==> config.mk <==
export PLATFORM = sky130hd
export DESIGN_NAME = sflash_dev_flat
export DESIGN_NICKNAME = d
export VERILOG_FILES = /design/src/verilog/sflash_pkg.sv /design/src/verilog/sflash_if.sv /design/src/verilog/sflash_dev.sv /design/src/flat_wrapper.sv
export SDC_FILE = /design/constraint.sdc
export NUM_CORES = 1
export LEC_CHECK = 0
export BUFFER_PORTS_ARGS = -buffer_cell sky130_fd_sc_hd__buf_2
export CAP_MARGIN = 20
export CORE_ASPECT_RATIO = 0.5
export CORE_MARGIN = 3
export CORE_UTILIZATION = 65
export DETAILED_ROUTE_END_ITERATION = 12
export GPL_TIMING_DRIVEN = 0
export PLACE_DENSITY = 0.83
export SLEW_MARGIN = 10
export SYNTH_ARGS = -nofsm -noshare
export SYNTH_HDL_FRONTEND = slang
export SYNTH_SLANG_ARGS = --single-unit
==> constraint.sdc <==
create_clock -name ref_clk -period 7.8 [get_ports ref_clk]
set_input_delay 0.78 -clock ref_clk [delete_from_list [all_inputs] [get_ports ref_clk]]
set_output_delay 0.78 -clock ref_clk [all_outputs]
set_load 0.01 [all_outputs]
==> src/verilog/sflash_pkg.sv <==
// Shared constants for the serial flash device end and its host end.
// Assumes one system clock at CLK_MHZ; all times become counts of that clock.
package sflash_pkg;
	// ****************************************
	// Clock
	// ****************************************
	localparam int CLK_MHZ = 10;
	localparam int CLK_PERIOD_NS = 100;
	// ****************************************
	// Times, as printed, and derived cycle counts
	// ****************************************
	localparam int T_WP_US = 1;
	localparam int T_LOCK_US = 100;
	localparam int T_EUDPD_US = 4;
	localparam int WAKE_SELECT_LOW_TIME_NS = 20;
	localparam int T_XUDPD_US = 180;
	localparam int T_EDPD_US = 2;
	localparam int T_RDPD_US = 35;
	localparam int PAGE_BUFFER_MOVE_TIME_US = 200;
	localparam int T_COMP_US = 200;
	localparam int T_EP_MS = 35;
	localparam int T_P_MS = 4;
	localparam int T_PE_MS = 35;
	localparam int T_OTPP_US = 500;
	localparam int T_VCSL_US = 85;
	localparam int T_PUW_MS = 3;
	localparam int WP_CYC = T_WP_US * CLK_MHZ;
	localparam int LOCK_CYC = T_LOCK_US * CLK_MHZ;
	localparam int EUDPD_CYC = T_EUDPD_US * CLK_MHZ;
	localparam int WAKE_CYC = (WAKE_SELECT_LOW_TIME_NS + CLK_PERIOD_NS - 1) / CLK_PERIOD_NS;
	localparam int XUDPD_CYC = T_XUDPD_US * CLK_MHZ;
	localparam int EDPD_CYC = T_EDPD_US * CLK_MHZ;
	localparam int RDPD_CYC = T_RDPD_US * CLK_MHZ;
	localparam int XFR_CYC = PAGE_BUFFER_MOVE_TIME_US * CLK_MHZ;
	localparam int COMP_CYC = T_COMP_US * CLK_MHZ;
	localparam int EP_CYC = T_EP_MS * 1000 * CLK_MHZ;
	localparam int P_CYC = T_P_MS * 1000 * CLK_MHZ;
	localparam int PE_CYC = T_PE_MS * 1000 * CLK_MHZ;
	localparam int OTPP_CYC = T_OTPP_US * CLK_MHZ;
	localparam int VCSL_CYC = T_VCSL_US * CLK_MHZ;
	localparam int PUW_CYC = T_PUW_MS * 1000 * CLK_MHZ;
	// ****************************************
	// Serial clock limits in MHz and operation timer width
	// ****************************************
	localparam int F_GEN_MHZ = 70;
	localparam int F_CAR1_MHZ = 85;
	localparam int F_CAR2_MHZ = 50;
	localparam int F_CAR3_MHZ = 15;
	localparam int F_CAR4_MHZ = 104;
	localparam int TIMER_W = 19;
	// ****************************************
	// Command codes
	// ****************************************
	localparam logic [7:0] OP_READ_FAST = 8'h0b;
	localparam logic [7:0] OP_READ_SLOW = 8'h03;
	localparam logic [7:0] OP_READ_LP = 8'h01;
	localparam logic [7:0] OP_READ_HS = 8'h1b;
	localparam logic [7:0] OP_STATUS = 8'hd7;
	localparam logic [7:0] OP_DPD = 8'hb9;
	localparam logic [7:0] OP_RESUME = 8'hab;
	localparam logic [7:0] OP_UDPD = 8'h79;
	localparam logic [7:0] OP_XFR = 8'h53;
	localparam logic [7:0] OP_COMP = 8'h60;
	localparam logic [7:0] OP_ERPG = 8'h83;
	localparam logic [7:0] OP_PROG = 8'h88;
	localparam logic [7:0] OP_ERASE = 8'h81;
	localparam logic [7:0] OP_OTP = 8'h9b;
	localparam logic [7:0] OP_LOCK = 8'h34;
	// ****************************************
	// Status byte fields
	// ****************************************
	localparam int ST_READY = 7;
	localparam int ST_LOCK = 5;
	localparam int ST_PROT = 4;
	localparam int ST_OTP = 3;
	localparam logic [7:0] DATA_RESET = 8'h00;
endpackage : sflash_pkg

==> src/verilog/sflash_if.sv <==
// Four-wire serial link between the host end and the device end.
// Assumes both ends run on the same ref_clk; the host makes sck.
`timescale 1ns/1ps
interface sflash_if;
	logic cs_n;
	logic sck;
	logic mosi;
	logic miso;
	logic miso_oe;
	modport dev (
		input cs_n,
		input sck,
		input mosi,
		output miso,
		output miso_oe
	);
	modport host (
		output cs_n,
		output sck,
		output mosi,
		input miso,
		input miso_oe
	);
endinterface : sflash_if

==> src/verilog/sflash_dev.sv <==
// Device end of the serial flash link: shifter, command timing and power states.
// Assumes sck, cs_n and mosi are synchronous to ref_clk and sck is at most ref_clk/2.
//
// Functional notes
// - Launch on sck fall, sample on rise.
// - Host captures on the following sck fall.
// - Host changes its output on rising edges.
// - Host keeps sck under per-read limits.
// - Write protect follows its pin within 1us.
// - Lockdown freeze done within 100us of deselect.
// - Ultra-deep power-down entered within 4us.
// - Wake needs select low at least 20ns.
// - Ready 180us after ultra-deep wake begins.
// - Deep power-down entered within 2us.
// - Resume leaves deep power-down within 35us.
// - Page transfer or compare within 200us.
// - Erase-program 35ms, program 4ms, erase 35ms.
// - Security register program within 500us.
// - Output valid while sck still low.
// - Full-cycle capture holds up to 85MHz.
// - Host waits 85us, program after 3ms.
// - Host keeps select high through reset.
`timescale 1ns/1ps
module sflash_dev #(
	parameter int unsigned EP_CYC = sflash_pkg::EP_CYC,
	parameter int unsigned P_CYC = sflash_pkg::P_CYC,
	parameter int unsigned PE_CYC = sflash_pkg::PE_CYC,
	parameter int unsigned OTPP_CYC = sflash_pkg::OTPP_CYC
) (
	// Clock, reset and enable
	input wire logic ref_clk,
	input wire logic rst,
	input wire logic ce,
	// Serial link
	sflash_if.dev link,
	// Protect pin
	input wire logic wp_n,
	// Status
	output logic busy,
	output logic prot,
	output logic lock,
	output logic otp_done,
	output logic dpd,
	output logic udpd
);
	localparam int TW = sflash_pkg::TIMER_W;

	// ****************************************
	// Parameter check
	// ****************************************
	if (EP_CYC < 2 || P_CYC < 2 || PE_CYC < 2 || OTPP_CYC < 2 ||
		EP_CYC >= (1 << TW) || PE_CYC >= (1 << TW) ||
		P_CYC >= (1 << TW) || OTPP_CYC >= (1 << TW)) begin : g_bad
		$error("sflash_dev: operation counts must be 2 to 2**TIMER_W-1");
	end

	// ****************************************
	// Decoding
	// ****************************************
	function automatic logic [TW-1:0] op_cycles(input logic [7:0] op);
		logic [TW-1:0] c;
		c = '0;
		unique case (op)
			sflash_pkg::OP_DPD: c = TW'(sflash_pkg::EDPD_CYC);
			sflash_pkg::OP_RESUME: c = TW'(sflash_pkg::RDPD_CYC);
			sflash_pkg::OP_UDPD: c = TW'(sflash_pkg::EUDPD_CYC);
			sflash_pkg::OP_XFR: c = TW'(sflash_pkg::XFR_CYC);
			sflash_pkg::OP_COMP: c = TW'(sflash_pkg::COMP_CYC);
			sflash_pkg::OP_ERPG: c = TW'(EP_CYC);
			sflash_pkg::OP_PROG: c = TW'(P_CYC);
			sflash_pkg::OP_ERASE: c = TW'(PE_CYC);
			sflash_pkg::OP_OTP: c = TW'(OTPP_CYC);
			sflash_pkg::OP_LOCK: c = TW'(sflash_pkg::LOCK_CYC);
			default: c = '0;
		endcase
		return c;
	endfunction : op_cycles

	function automatic logic is_write(input logic [7:0] op);
		return op == sflash_pkg::OP_ERPG || op == sflash_pkg::OP_PROG ||
			op == sflash_pkg::OP_ERASE || op == sflash_pkg::OP_OTP;
	endfunction : is_write

	function automatic logic is_read(input logic [7:0] op);
		return op == sflash_pkg::OP_READ_FAST || op == sflash_pkg::OP_READ_SLOW ||
			op == sflash_pkg::OP_READ_LP || op == sflash_pkg::OP_READ_HS;
	endfunction : is_read

	// ****************************************
	// State
	// ****************************************
	logic sck_p_q;
	logic mosi_p_q;
	logic cs_p_q;
	logic [7:0] sh_q;
	logic [3:0] bit_cnt_q;
	logic [7:0] op_q;
	logic [7:0] run_q;
	logic [TW-1:0] timer_q;
	logic [7:0] tx_q;
	logic [2:0] tx_cnt_q;
	logic [7:0] data_q;
	logic so_q;
	logic prot_q;
	logic lock_q;
	logic otp_q;
	logic dpd_q;
	logic udpd_q;

	// ****************************************
	// Edge and command decode
	// ****************************************
	wire sel = !link.cs_n;
	wire rise = sel && !sck_p_q && link.sck;
	wire fall = sel && sck_p_q && !link.sck;
	wire cs_start = cs_p_q && sel;
	wire cs_end = !cs_p_q && link.cs_n;
	wire cmd_done = bit_cnt_q == 4'h8;
	wire last_in = rise && bit_cnt_q == 4'h7;
	wire [7:0] op_in = {sh_q[6:0], mosi_p_q};
	wire is_busy = timer_q != '0;
	wire finish = timer_q == TW'(1);
	wire rd_stat = op_q == sflash_pkg::OP_STATUS;
	wire rd_any = cmd_done && (rd_stat || is_read(op_q)) && !dpd_q && !udpd_q;
	wire wr_ok = !prot_q && !(op_q == sflash_pkg::OP_OTP && otp_q);
	wire accept = cs_end && cmd_done && !is_busy && !udpd_q &&
		(!dpd_q || op_q == sflash_pkg::OP_RESUME) &&
		(!is_write(op_q) || wr_ok);
	wire [TW-1:0] load_cyc = op_cycles(op_q);
	wire wake = cs_start && udpd_q;
	wire [7:0] status;
	assign status[sflash_pkg::ST_READY] = !is_busy;
	assign status[6] = 1'b0;
	assign status[sflash_pkg::ST_LOCK] = lock_q;
	assign status[sflash_pkg::ST_PROT] = prot_q;
	assign status[sflash_pkg::ST_OTP] = otp_q;
	assign status[2:0] = 3'h0;
	wire [7:0] next_byte = rd_stat ? status : data_q;

	// ****************************************
	// Input shifter
	// ****************************************
	always_ff @(posedge ref_clk or posedge rst) begin
		if (rst) begin
			sck_p_q <= 1'b0;
			mosi_p_q <= 1'b0;
			cs_p_q <= 1'b1;
			sh_q <= 8'h00;
			bit_cnt_q <= 4'h0;
			op_q <= 8'h00;
		end else if (ce) begin
			sck_p_q <= link.sck;
			mosi_p_q <= link.mosi;
			cs_p_q <= link.cs_n;
			if (!sel) begin
				bit_cnt_q <= 4'h0;
			end else if (rise && !cmd_done) begin
				sh_q <= op_in;
				bit_cnt_q <= bit_cnt_q + 4'h1;
			end
			if (last_in) begin
				op_q <= op_in;
			end
		end
	end

	// ****************************************
	// Output shifter
	// ****************************************
	always_ff @(posedge ref_clk or posedge rst) begin
		if (rst) begin
			tx_q <= 8'h00;
			tx_cnt_q <= 3'h0;
			so_q <= 1'b0;
			data_q <= sflash_pkg::DATA_RESET;
		end else if (ce) begin
			if (!sel) begin
				tx_cnt_q <= 3'h0;
			end else if (fall && rd_any) begin
				tx_cnt_q <= tx_cnt_q + 3'h1;
				if (tx_cnt_q == 3'h0) begin
					so_q <= next_byte[7];
					tx_q <= {next_byte[6:0], 1'b0};
					data_q <= data_q + 8'h01;
				end else begin
					so_q <= tx_q[7];
					tx_q <= {tx_q[6:0], 1'b0};
				end
			end
		end
	end

	assign link.miso = so_q;
	assign link.miso_oe = sel && rd_any;

	// ****************************************
	// Operation timer and power states
	// ****************************************
	always_ff @(posedge ref_clk or posedge rst) begin
		if (rst) begin
			timer_q <= '0;
			run_q <= 8'h00;
			lock_q <= 1'b0;
			otp_q <= 1'b0;
			dpd_q <= 1'b0;
			udpd_q <= 1'b0;
		end else if (ce) begin
			if (wake) begin
				udpd_q <= 1'b0;
				timer_q <= TW'(sflash_pkg::XUDPD_CYC - 1);
				run_q <= 8'h00;
			end else if (accept && load_cyc != '0) begin
				// The select edge is seen one cycle late, so one count less.
				timer_q <= load_cyc - TW'(1);
				run_q <= op_q;
			end else if (is_busy) begin
				timer_q <= timer_q - TW'(1);
			end
			if (finish) begin
				unique case (run_q)
					sflash_pkg::OP_DPD: dpd_q <= 1'b1;
					sflash_pkg::OP_RESUME: dpd_q <= 1'b0;
					sflash_pkg::OP_UDPD: udpd_q <= 1'b1;
					sflash_pkg::OP_LOCK: lock_q <= 1'b1;
					sflash_pkg::OP_OTP: otp_q <= 1'b1;
					default: ;
				endcase
			end
		end
	end

	// ****************************************
	// Write protect
	// ****************************************
	always_ff @(posedge ref_clk or posedge rst) begin
		if (rst) begin
			prot_q <= 1'b0;
		end else if (ce) begin
			prot_q <= !wp_n;
		end
	end

	assign busy = is_busy;
	assign prot = prot_q;
	assign lock = lock_q;
	assign otp_done = otp_q;
	assign dpd = dpd_q;
	assign udpd = udpd_q;
endmodule : sflash_dev

==> src/flat_wrapper.sv <==
// flat-port wrapper written by rule: the top's interface ports become plain ports
module sflash_dev_flat 
#(
	parameter int unsigned EP_CYC = sflash_pkg::EP_CYC,
	parameter int unsigned P_CYC = sflash_pkg::P_CYC,
	parameter int unsigned PE_CYC = sflash_pkg::PE_CYC,
	parameter int unsigned OTPP_CYC = sflash_pkg::OTPP_CYC
)
  (ref_clk, rst, ce, wp_n, busy, prot, lock, otp_done, dpd, udpd, link_cs_n, link_sck, link_mosi, link_miso, link_miso_oe);
  sflash_if link_i ();
  input wire logic ref_clk;
  input wire logic rst;
  input wire logic ce;
  input wire logic wp_n;
  output logic busy;
  output logic prot;
  output logic lock;
  output logic otp_done;
  output logic dpd;
  output logic udpd;
  input wire logic [$bits(link_i.cs_n)-1:0] link_cs_n;
  input wire logic [$bits(link_i.sck)-1:0] link_sck;
  input wire logic [$bits(link_i.mosi)-1:0] link_mosi;
  output wire logic [$bits(link_i.miso)-1:0] link_miso;
  output wire logic [$bits(link_i.miso_oe)-1:0] link_miso_oe;
  assign link_i.cs_n = link_cs_n;
  assign link_i.sck = link_sck;
  assign link_i.mosi = link_mosi;
  assign link_miso = link_i.miso;
  assign link_miso_oe = link_i.miso_oe;
  sflash_dev #(.EP_CYC(EP_CYC), .P_CYC(P_CYC), .PE_CYC(PE_CYC), .OTPP_CYC(OTPP_CYC)) u_core (.ref_clk(ref_clk), .rst(rst), .ce(ce), .link(link_i), .wp_n(wp_n), .busy(busy), .prot(prot), .lock(lock), .otp_done(otp_done), .dpd(dpd), .udpd(udpd));
endmodule
==> reports/qor.log, run 1 <==
INFO  clocking       htree_levels=3
INFO  synthesis      largest_family_of_logic_cells_by_synthesized_area=simple AND/OR/NAND/NOR gates
INFO  floorplan      initial_core_util=71.0%
INFO  placed_design  gp_routability_congestion=0.887
INFO  detailed_routing routed_via_density=6.65
INFO  global_routing global_route_wire_length_before_repair=17200µm
INFO  min_path       min_path_type=primary input to asynchronous set/reset pin
INFO  floorplan      die_height=62.3µm
INFO  synthesis      synth-edff-count=0
INFO  placed_design  placed_area=4320µm²
INFO  floorplan      design.die.area=7380µm²
INFO  floorplan      fp.coreArea=5800µm²
INFO  synthesis      post_synth_and_or_nand_nor_area_fraction=22.4%
INFO  clocking       cts.sinks=73
INFO  detailed_routing route.vias.total=3570
INFO  power          report.power.total=0.991mW
INFO  layout         n_antenna_cell=0
INFO  worst_setup_path critical_path.max_fanout=8
INFO  sta            timing.final.crit_share=44.6%
INFO  synthesis      syn-mean-instance-area=9.78µm²
INFO  clocking       ctsRootBufferMaster=clkbuf_16
INFO  synthesis      synth_compound_area_share=17.6%
INFO  detailed_routing routedLengthMet1=4130µm
INFO  detailed_routing routedWlPerCell=18.8µm
INFO  sta            setup_viol_count_final=0
INFO  synthesis      yosysWarningCount=0
INFO  detailed_routing wl=10100µm
INFO  synthesis      count_of_unique_library_cells_instantiated_by_yosys=66
INFO  floorplan      num_rows=19
INFO  detailed_routing met3_wirelength=951µm
INFO  detailed_routing route.met2.wl=4790µm
INFO  placed_design  place_worst_setup_slack=4.46ns
INFO  global_routing globalRouteTotalUtil=29.1%
INFO  worst_setup_path cp-start-kind=flip-flop
INFO  sta            final.min_clock_period=3.48ns
INFO  global_routing antenna_violations_before_repair=0
INFO  sta            hold_violations=0
INFO  clocking       post_cts_resized=0
INFO  layout         finish.instance_area=4650µm²
INFO  sta            rsz0062_at_grt=no
INFO  clocking       cts_tree=yes
INFO  layout         commonest_non_fill_non_tap_cell_in_the_layout=dfrtp_1
INFO  power          cellPowerDensity=213nW/µm²
INFO  synthesis      adder_and_majority_cell_fraction_of_the_synthesized_area=2.43%
INFO  synthesis      syn-instance-count=421
INFO  worst_setup_path arrival=2.70ns
INFO  layout         layout-drive-gt1-share=17.0%
INFO  synthesis      synth_flop_cell=dfrtp_1
INFO  synthesis      syn_area=4120µm²
INFO  worst_setup_path worst-setup-path-type=flip-flop to output port
INFO  detailed_routing drt-initial-drc-count=338
INFO  detailed_routing maxUsedRoutingLayer=met4
INFO  sta            final_max_slew_viol_count=0
INFO  sta            achievable-frequency=0.287GHz
INFO  global_routing grt_max_degree=58
INFO  floorplan      io-pin-count=15
INFO  clocking       clock_latency=0.34ns
INFO  clocking       post_cts_buffers=0
INFO  detailed_routing drc_errors=0
INFO  sta            worst-slew-pin-transition=0.860ns
INFO  clocking       clkSlewWorstSetupHoldPaths=0.06ns
INFO  synthesis      synthXorXnorAreaFrac=2.13%
INFO  layout         fin_nets=463
INFO  power          worst_ir_drop_vdd=0.166mV
INFO  synthesis      seq_cells_post_synth=73
INFO  detailed_routing drt_pass1_iterations=5
INFO  sta            fin_hold_ws=0.373ns
INFO  synthesis      postSynth.asyncResetShare=100%
INFO  worst_setup_path rr_worst_depth=10
INFO  worst_setup_path critPathCaptureType=output port
INFO  placed_design  post-place-cells=520
INFO  floorplan      die_w=119µm
INFO  job            max_cap_viol_count=0
INFO  placed_design  dp_hpwl=7160µm
INFO  detailed_routing antenna_left=0
INFO  power          power_leakage=2.02nW
INFO  layout         fin_util=80.2%
INFO  layout         syn_to_final_growth=12.9%
INFO  synthesis      synth.yosys.seq_area_share=44.4%
INFO  sta            setup_tns=0ns
INFO  clocking       inserted_clock_buffers=9
INFO  layout         fillerInstances=389
INFO  global_routing grt_overflow=0
INFO  layout         layout_common_cells=72 x dfrtp_1, 43 x nand2_1, 32 x o21ai_0, 25 x nor2_1
INFO  clocking       clockBufferDepth=2
INFO  worst_setup_path r2r_end=u_core.run_q[2]
INFO  sta            clock_skew_after_layout=0.00456ns
INFO  worst_setup_path crit_required=7.02ns
INFO  placed_design  number_of_buffer_cells_added_on_primary_ports=14
INFO  clocking       postCtsHoldBufs=0
INFO  synthesis      yosys-mux-area-fraction=6.96%
INFO  global_routing grt_pass1_vias=3495
INFO  sta            slew_headroom=41.2%
INFO  worst_setup_path timing.reg2reg.setup_slack=4.33ns
INFO  sta            postLayoutSetupSlackWorst=4.32ns
INFO  outcome        run_status=finished clean
INFO  layout         final_cells=537
INFO  synthesis      postSynthNetCount=436
INFO  worst_setup_path r2r_start=u_core.timer_q[1]
==> registers in the layout (all words and copies together), names as in the netlist <==
register / flops
u_core.bit_cnt_q: 4
u_core.cs_p_q: 1
u_core.data_q: 8
u_core.dpd: 1
u_core.link.miso: 1
u_core.lock: 1
u_core.mosi_p_q: 1
u_core.op_q: 8
u_core.otp_done: 1
u_core.prot: 1
u_core.run_q: 8
u_core.sck_p_q: 1
u_core.sh_q: 7
u_core.timer_q: 19
u_core.tx_cnt_q: 3
u_core.tx_q: 7
u_core.udpd: 1
==> cells in the mapped netlist, types with 4 or more instances <==
| master | number | area share [%] |
|---|---|---|
| nand2b_1 | 10 | 1.5 |
| inv_1 | 18 | 1.6 |
| nor3b_1 | 4 | 0.73 |
| nor2b_1 | 6 | 0.91 |
| clkbuf_1 | 14 | 1.3 |
| nor4b_1 | 5 | 1.1 |
| or4_1 | 4 | 0.73 |
| o41ai_1 | 5 | 1.1 |
| a31oi_1 | 4 | 0.61 |
| a21oi_1 | 13 | 1.6 |
| nand4_1 | 8 | 1.2 |
| nor3_1 | 8 | 0.97 |
| dfrtp_1 | 72 | 44 |
| a22o_1 | 9 | 1.9 |
| nor2_1 | 25 | 2.3 |
| o21ai_0 | 32 | 3.9 |
| nand3b_1 | 5 | 0.91 |
| nor4_1 | 6 | 0.91 |
| ha_1 | 8 | 2.4 |
| xor2_1 | 6 | 1.3 |
| mux2_2 | 21 | 5.7 |
| nand2_1 | 43 | 3.9 |
| nand3_1 | 16 | 1.9 |
| and3_1 | 4 | 0.61 |
| xnor2_1 | 4 | 0.85 |
| mux2i_1 | 5 | 1.2 |
| buf_2 | 6 | 0.73 |
==> cell type report <==
cell class | count | area [µm²] | share of cell area (%)
inverters | 18 | 70.1 | 1.51
plain buffers | 22 | 101 | 2.18
repair buffers | 16 | 103 | 2.21
multi-input cells | 308 | 2120 | 45.6
flip-flops and latches | 73 | 1830 | 39.3
well taps | 84 | 105 | 2.26
clock buffers | 11 | 243 | 5.22
clock inverters | 5 | 78.8 | 1.70
==> metal layers <==
layer / track usage (%) / vias up
met4: 12.3 / 0
met1: 39.2 / 1755
li1: - / 1598
met2: 45.7 / 179
met3: 6.71 / 38
met5: 0 / -
==> worst max-delay path, cell delays in order, from the launching register on <==
cell	delay [ns]
dfrtp_1	0.40
inv_1	0.13
ha_1	0.23
nor3b_1	0.48
nand2_1	0.23
or4_4	0.57
buf_6	0.17
buf_2	0.14
==> logic make-up after synthesis <==
kind of cell / count (synthesis)
compound gates: 100
buf+inv: 40
fa+ha+maj: 8
mux: 26
simple gates: 164
xor+xnor: 10
flops: 73
==> worst max-delay path by stage <==
stage | startpoint | endpoint | slack (ns)
final | u_core.timer_q[1] | busy | 4.32
after CTS | u_core.timer_q[1] | busy | 4.37
after detailed placement | u_core.timer_q[1] | u_core.timer_q[15] | 4.46
after global placement | rst | u_core.bit_cnt_q[1] | 4.45
after global routing | u_core.timer_q[1] | u_core.timer_q[11] | 4.11
after floorplan | link_cs_n | u_core.timer_q[8] | 4.95
==> power breakdown <==
| group | total [mW] | switching (mW) | internal (mW) |
|---|---|---|---|
| clock | 0.446 | 0.158 | 0.288 |
| combinational | 0.0951 | 0.0524 | 0.0427 |
| sequential | 0.451 | 0.0372 | 0.414 |
No activity file was read; power rests on OpenSTA's default activity.
==> inputs of run 2 (changes only) <==
Settings changed: CORE_UTILIZATION 65 to 62, PLACE_DENSITY 0.83 to 0.8.
Clock period 7.8 ns to 3.3 ns, I/O delays scaled along.
==> run 2 against run 1 <==
Non-clock buffer count up 5; clock skew grew 0.0022 ns; first-iteration DRC count is 25% lower; hold slack worse by 0.22 ns; via count shrank 3.0%; final cell count grew 1.7%; highest routed layer unchanged.
==> reports/qor.log, run 2 (synthesis gave the netlist of run 1 again) <==
INFO  sta            final.min_clock_period=3.15ns
INFO  global_routing global_route_wire_length_before_repair=16900µm [-1.6%]
INFO  clocking       htree_levels=3 [unchanged]
INFO  detailed_routing wl=9980µm [-1.4%]
INFO  power          report.power.total=2.37mW [+140%]
INFO  clocking       ctsRootBufferMaster=clkbuf_16
INFO  detailed_routing antenna_left=0 [unchanged]
INFO  clocking       cts_tree=yes
INFO  global_routing antenna_violations_before_repair=0 [unchanged]
INFO  detailed_routing routed_via_density=6.34 [-4.6%]
INFO  floorplan      design.die.area=7710µm² [+4.5%]
INFO  sta            timing.final.crit_share=95.4%
INFO  power          cellPowerDensity=498nW/µm² [+130%]
INFO  layout         syn_to_final_growth=15.5%
INFO  placed_design  number_of_buffer_cells_added_on_primary_ports=14 [unchanged]
INFO  detailed_routing routedWlPerCell=18.3µm [-3.0%]
INFO  detailed_routing drt_pass1_iterations=5 [unchanged]
INFO  detailed_routing route.vias.total=3462 [-3.0%]
INFO  sta            clock_skew_after_layout=0.00680ns [+0.00223 ns]
INFO  sta            fin_hold_ws=0.151ns [-0.222 ns]
INFO  placed_design  place_worst_setup_slack=-0.142ns [-4.60 ns]
INFO  global_routing globalRouteTotalUtil=28.2% [-0.89 points]
INFO  min_path       min_path_type=primary input to flip-flop
INFO  clocking       cts.sinks=73 [unchanged]
INFO  layout         commonest_non_fill_non_tap_cell_in_the_layout=dfrtp_1
INFO  clocking       clock_latency=0.35ns [about the same]
INFO  sta            hold_violations=0 [unchanged]
INFO  clocking       clockBufferDepth=2 [unchanged]
INFO  sta            postLayoutSetupSlackWorst=0.153ns [-4.16 ns]
INFO  power          switching_share=25.4% [+0.49 points]
INFO  placed_design  gp_routability_congestion=0.861 [-3.0%]
INFO  floorplan      io-pin-count=15 [unchanged]
INFO  power          p_int=1.77mW [+140%]
INFO  worst_setup_path crit_required=3.53ns [-3.49 ns]
INFO  sta            final_max_slew_viol_count=0 [unchanged]
INFO  sta            setup_viol_count_final=0 [unchanged]
INFO  power          share_clk_of_total_power=45.2% [+0.3 points]
INFO  power          worst_ir_drop_vdd=0.333mV [+100%]
INFO  floorplan      die_height=63.6µm [+2.2%]
INFO  global_routing grt_max_degree=44 [-24%]
INFO  power          power_leakage=2.06nW [+2.0%]
INFO  sta            slew_headroom=38.1% [-3.1 points]
INFO  layout         max_flop_register=u_core.timer_q
INFO  clocking       inserted_clock_buffers=9 [unchanged]
INFO  detailed_routing drt-initial-drc-count=255 [-25%]
INFO  power          share_seq_of_total_power=45.2% [-0.3 points]
INFO  sta            worst-slew-pin-transition=0.920ns [+0.0598 ns]
INFO  floorplan      fp.coreArea=6260µm² [+7.9%]
INFO  worst_setup_path critPathCaptureType=flip-flop
INFO  detailed_routing drc_errors=0 [unchanged]
INFO  layout         fin_nets=468 [+1.1%]
INFO  power          share_comb_of_total_power=9.6% [about the same]
INFO  placed_design  dp_hpwl=6850µm [-4.3%]
INFO  floorplan      num_rows=20 [+1]
INFO  floorplan      initial_core_util=65.8% [-5.2 points]
INFO  clocking       clkSlewWorstSetupHoldPaths=0.06ns [about the same]
INFO  worst_setup_path critical_path.max_fanout=8 [unchanged]
INFO  job            max_cap_viol_count=0 [unchanged]
INFO  layout         n_antenna_cell=0 [unchanged]
INFO  sta            achievable-frequency=0.318GHz
INFO  outcome        run_status=finished clean
INFO  global_routing grt_overflow=0 [unchanged]
INFO  layout         largest_register_ffs=19 [unchanged]
INFO  power          total_switching_power=0.602mW [+140%]
INFO  worst_setup_path cp-start-kind=flip-flop
INFO  layout         layout_common_cells=72 x dfrtp_1, 43 x nand2_1, 32 x o21ai_0, 24 x nor2_1, 21 x mux2_2
INFO  worst_setup_path arrival=3.38ns [+0.68 ns]
INFO  floorplan      die_w=121µm [+2.3%]
INFO  layout         layout-drive-gt1-share=19.4% [+2.4 points]
INFO  worst_setup_path worst-setup-path-type=flip-flop to flip-flop
INFO  layout         fin_util=76.0% [-4.1 points]
INFO  global_routing grt_pass1_vias=3389 [-3.0%]
INFO  sta            rsz0062_at_grt=yes
-- run 2: cell type report --
| cell class | instances | area (µm²) |
|---|---|---|
| inverters | 18 | 70.1 |
| flip-flops and latches | 73 | 1830 |
| clock buffers | 10 | 239 |
| fillers | 450 | 1500 |
| well taps | 88 | 110 |
| plain buffers | 20 | 93.8 |
| repair buffers | 23 | 163 |
| multi-input cells | 308 | 2160 |
| clock inverters | 6 | 90.1 |
-- run 2: worst max-delay path, cell delays in order, from the launching register on --
cell,delay (ns)
dfrtp_1,0.44
inv_1,0.09
ha_1,0.21
nor3b_2,0.34
nand2_1,0.21
or4_4,0.55
buf_6,0.17
a2111oi_4,0.38
or2_4,0.27
nand2_4,0.09
a22o_1,0.26
-- run 2: timing repair --
item / 4_1_cts / 5_1_grt
endpoints found under the setup margin: 21 / 37
gates resized for setup: 2 / 6
endpoints found under the hold margin: 23 / 0
pin swaps: 2 / 3
cloned: 0 / 0
setup buffers: 3 / 3
hold buffers: 1 / 0
-- run 2: worst paths after layout --
kind                                          from                 end  slack (ns)  cells past startpoint
worst max-delay path             u_core.timer_q[0]     u_core.run_q[3]        0.15                     10
min in group asynchronous                      rst  u_core.timer_q[13]        0.53                      3
worst min register to register  u_core.timer_q[10]  u_core.timer_q[10]        0.49                      2
worst max register to register   u_core.timer_q[0]     u_core.run_q[3]        0.15                     10
max in group asynchronous                      rst       u_core.cs_p_q        2.17                      4
worst min-delay path                          wp_n         u_core.prot        0.15                      2
-- run 2: stage by stage --
step / TNS (ns) / instances / instance area, µm²
2_1_floorplan: 0 / 421 / 4120
3_3_place_gp: -0.0585 / 523 / 4300
3_5_place_dp: -0.851 / 524 / 4320
4_1_cts: -0.0135 / 544 / 4710
5_1_grt: -0.0166 / 546 / 4760
6_report: 0 / 546 / 4760
-- run 2: power by group through the flow --
| stage | Sequential [mW] | Clock (mW) | Combinational (mW) |
|---|---|---|---|
| floorplan | 1.05 | 0 | 0.166 |
| global placement | 1.07 | 0 | 0.201 |
| detailed placement | 1.07 | 0 | 0.216 |
| CTS | 1.06 | 1.08 | 0.219 |
| global route | 1.08 | 1.12 | 0.256 |
| finish | 1.07 | 1.07 | 0.227 |
-- run 2: per-layer routing --
metal  up-vias  global-route usage, %  wire [µm]
li1       1614                      -          -
met2       143                   43.7       4610
met1      1689                   38.4       4450
met5         -                      0          0
met3        16                   8.25        782
met4         0                   8.94        134
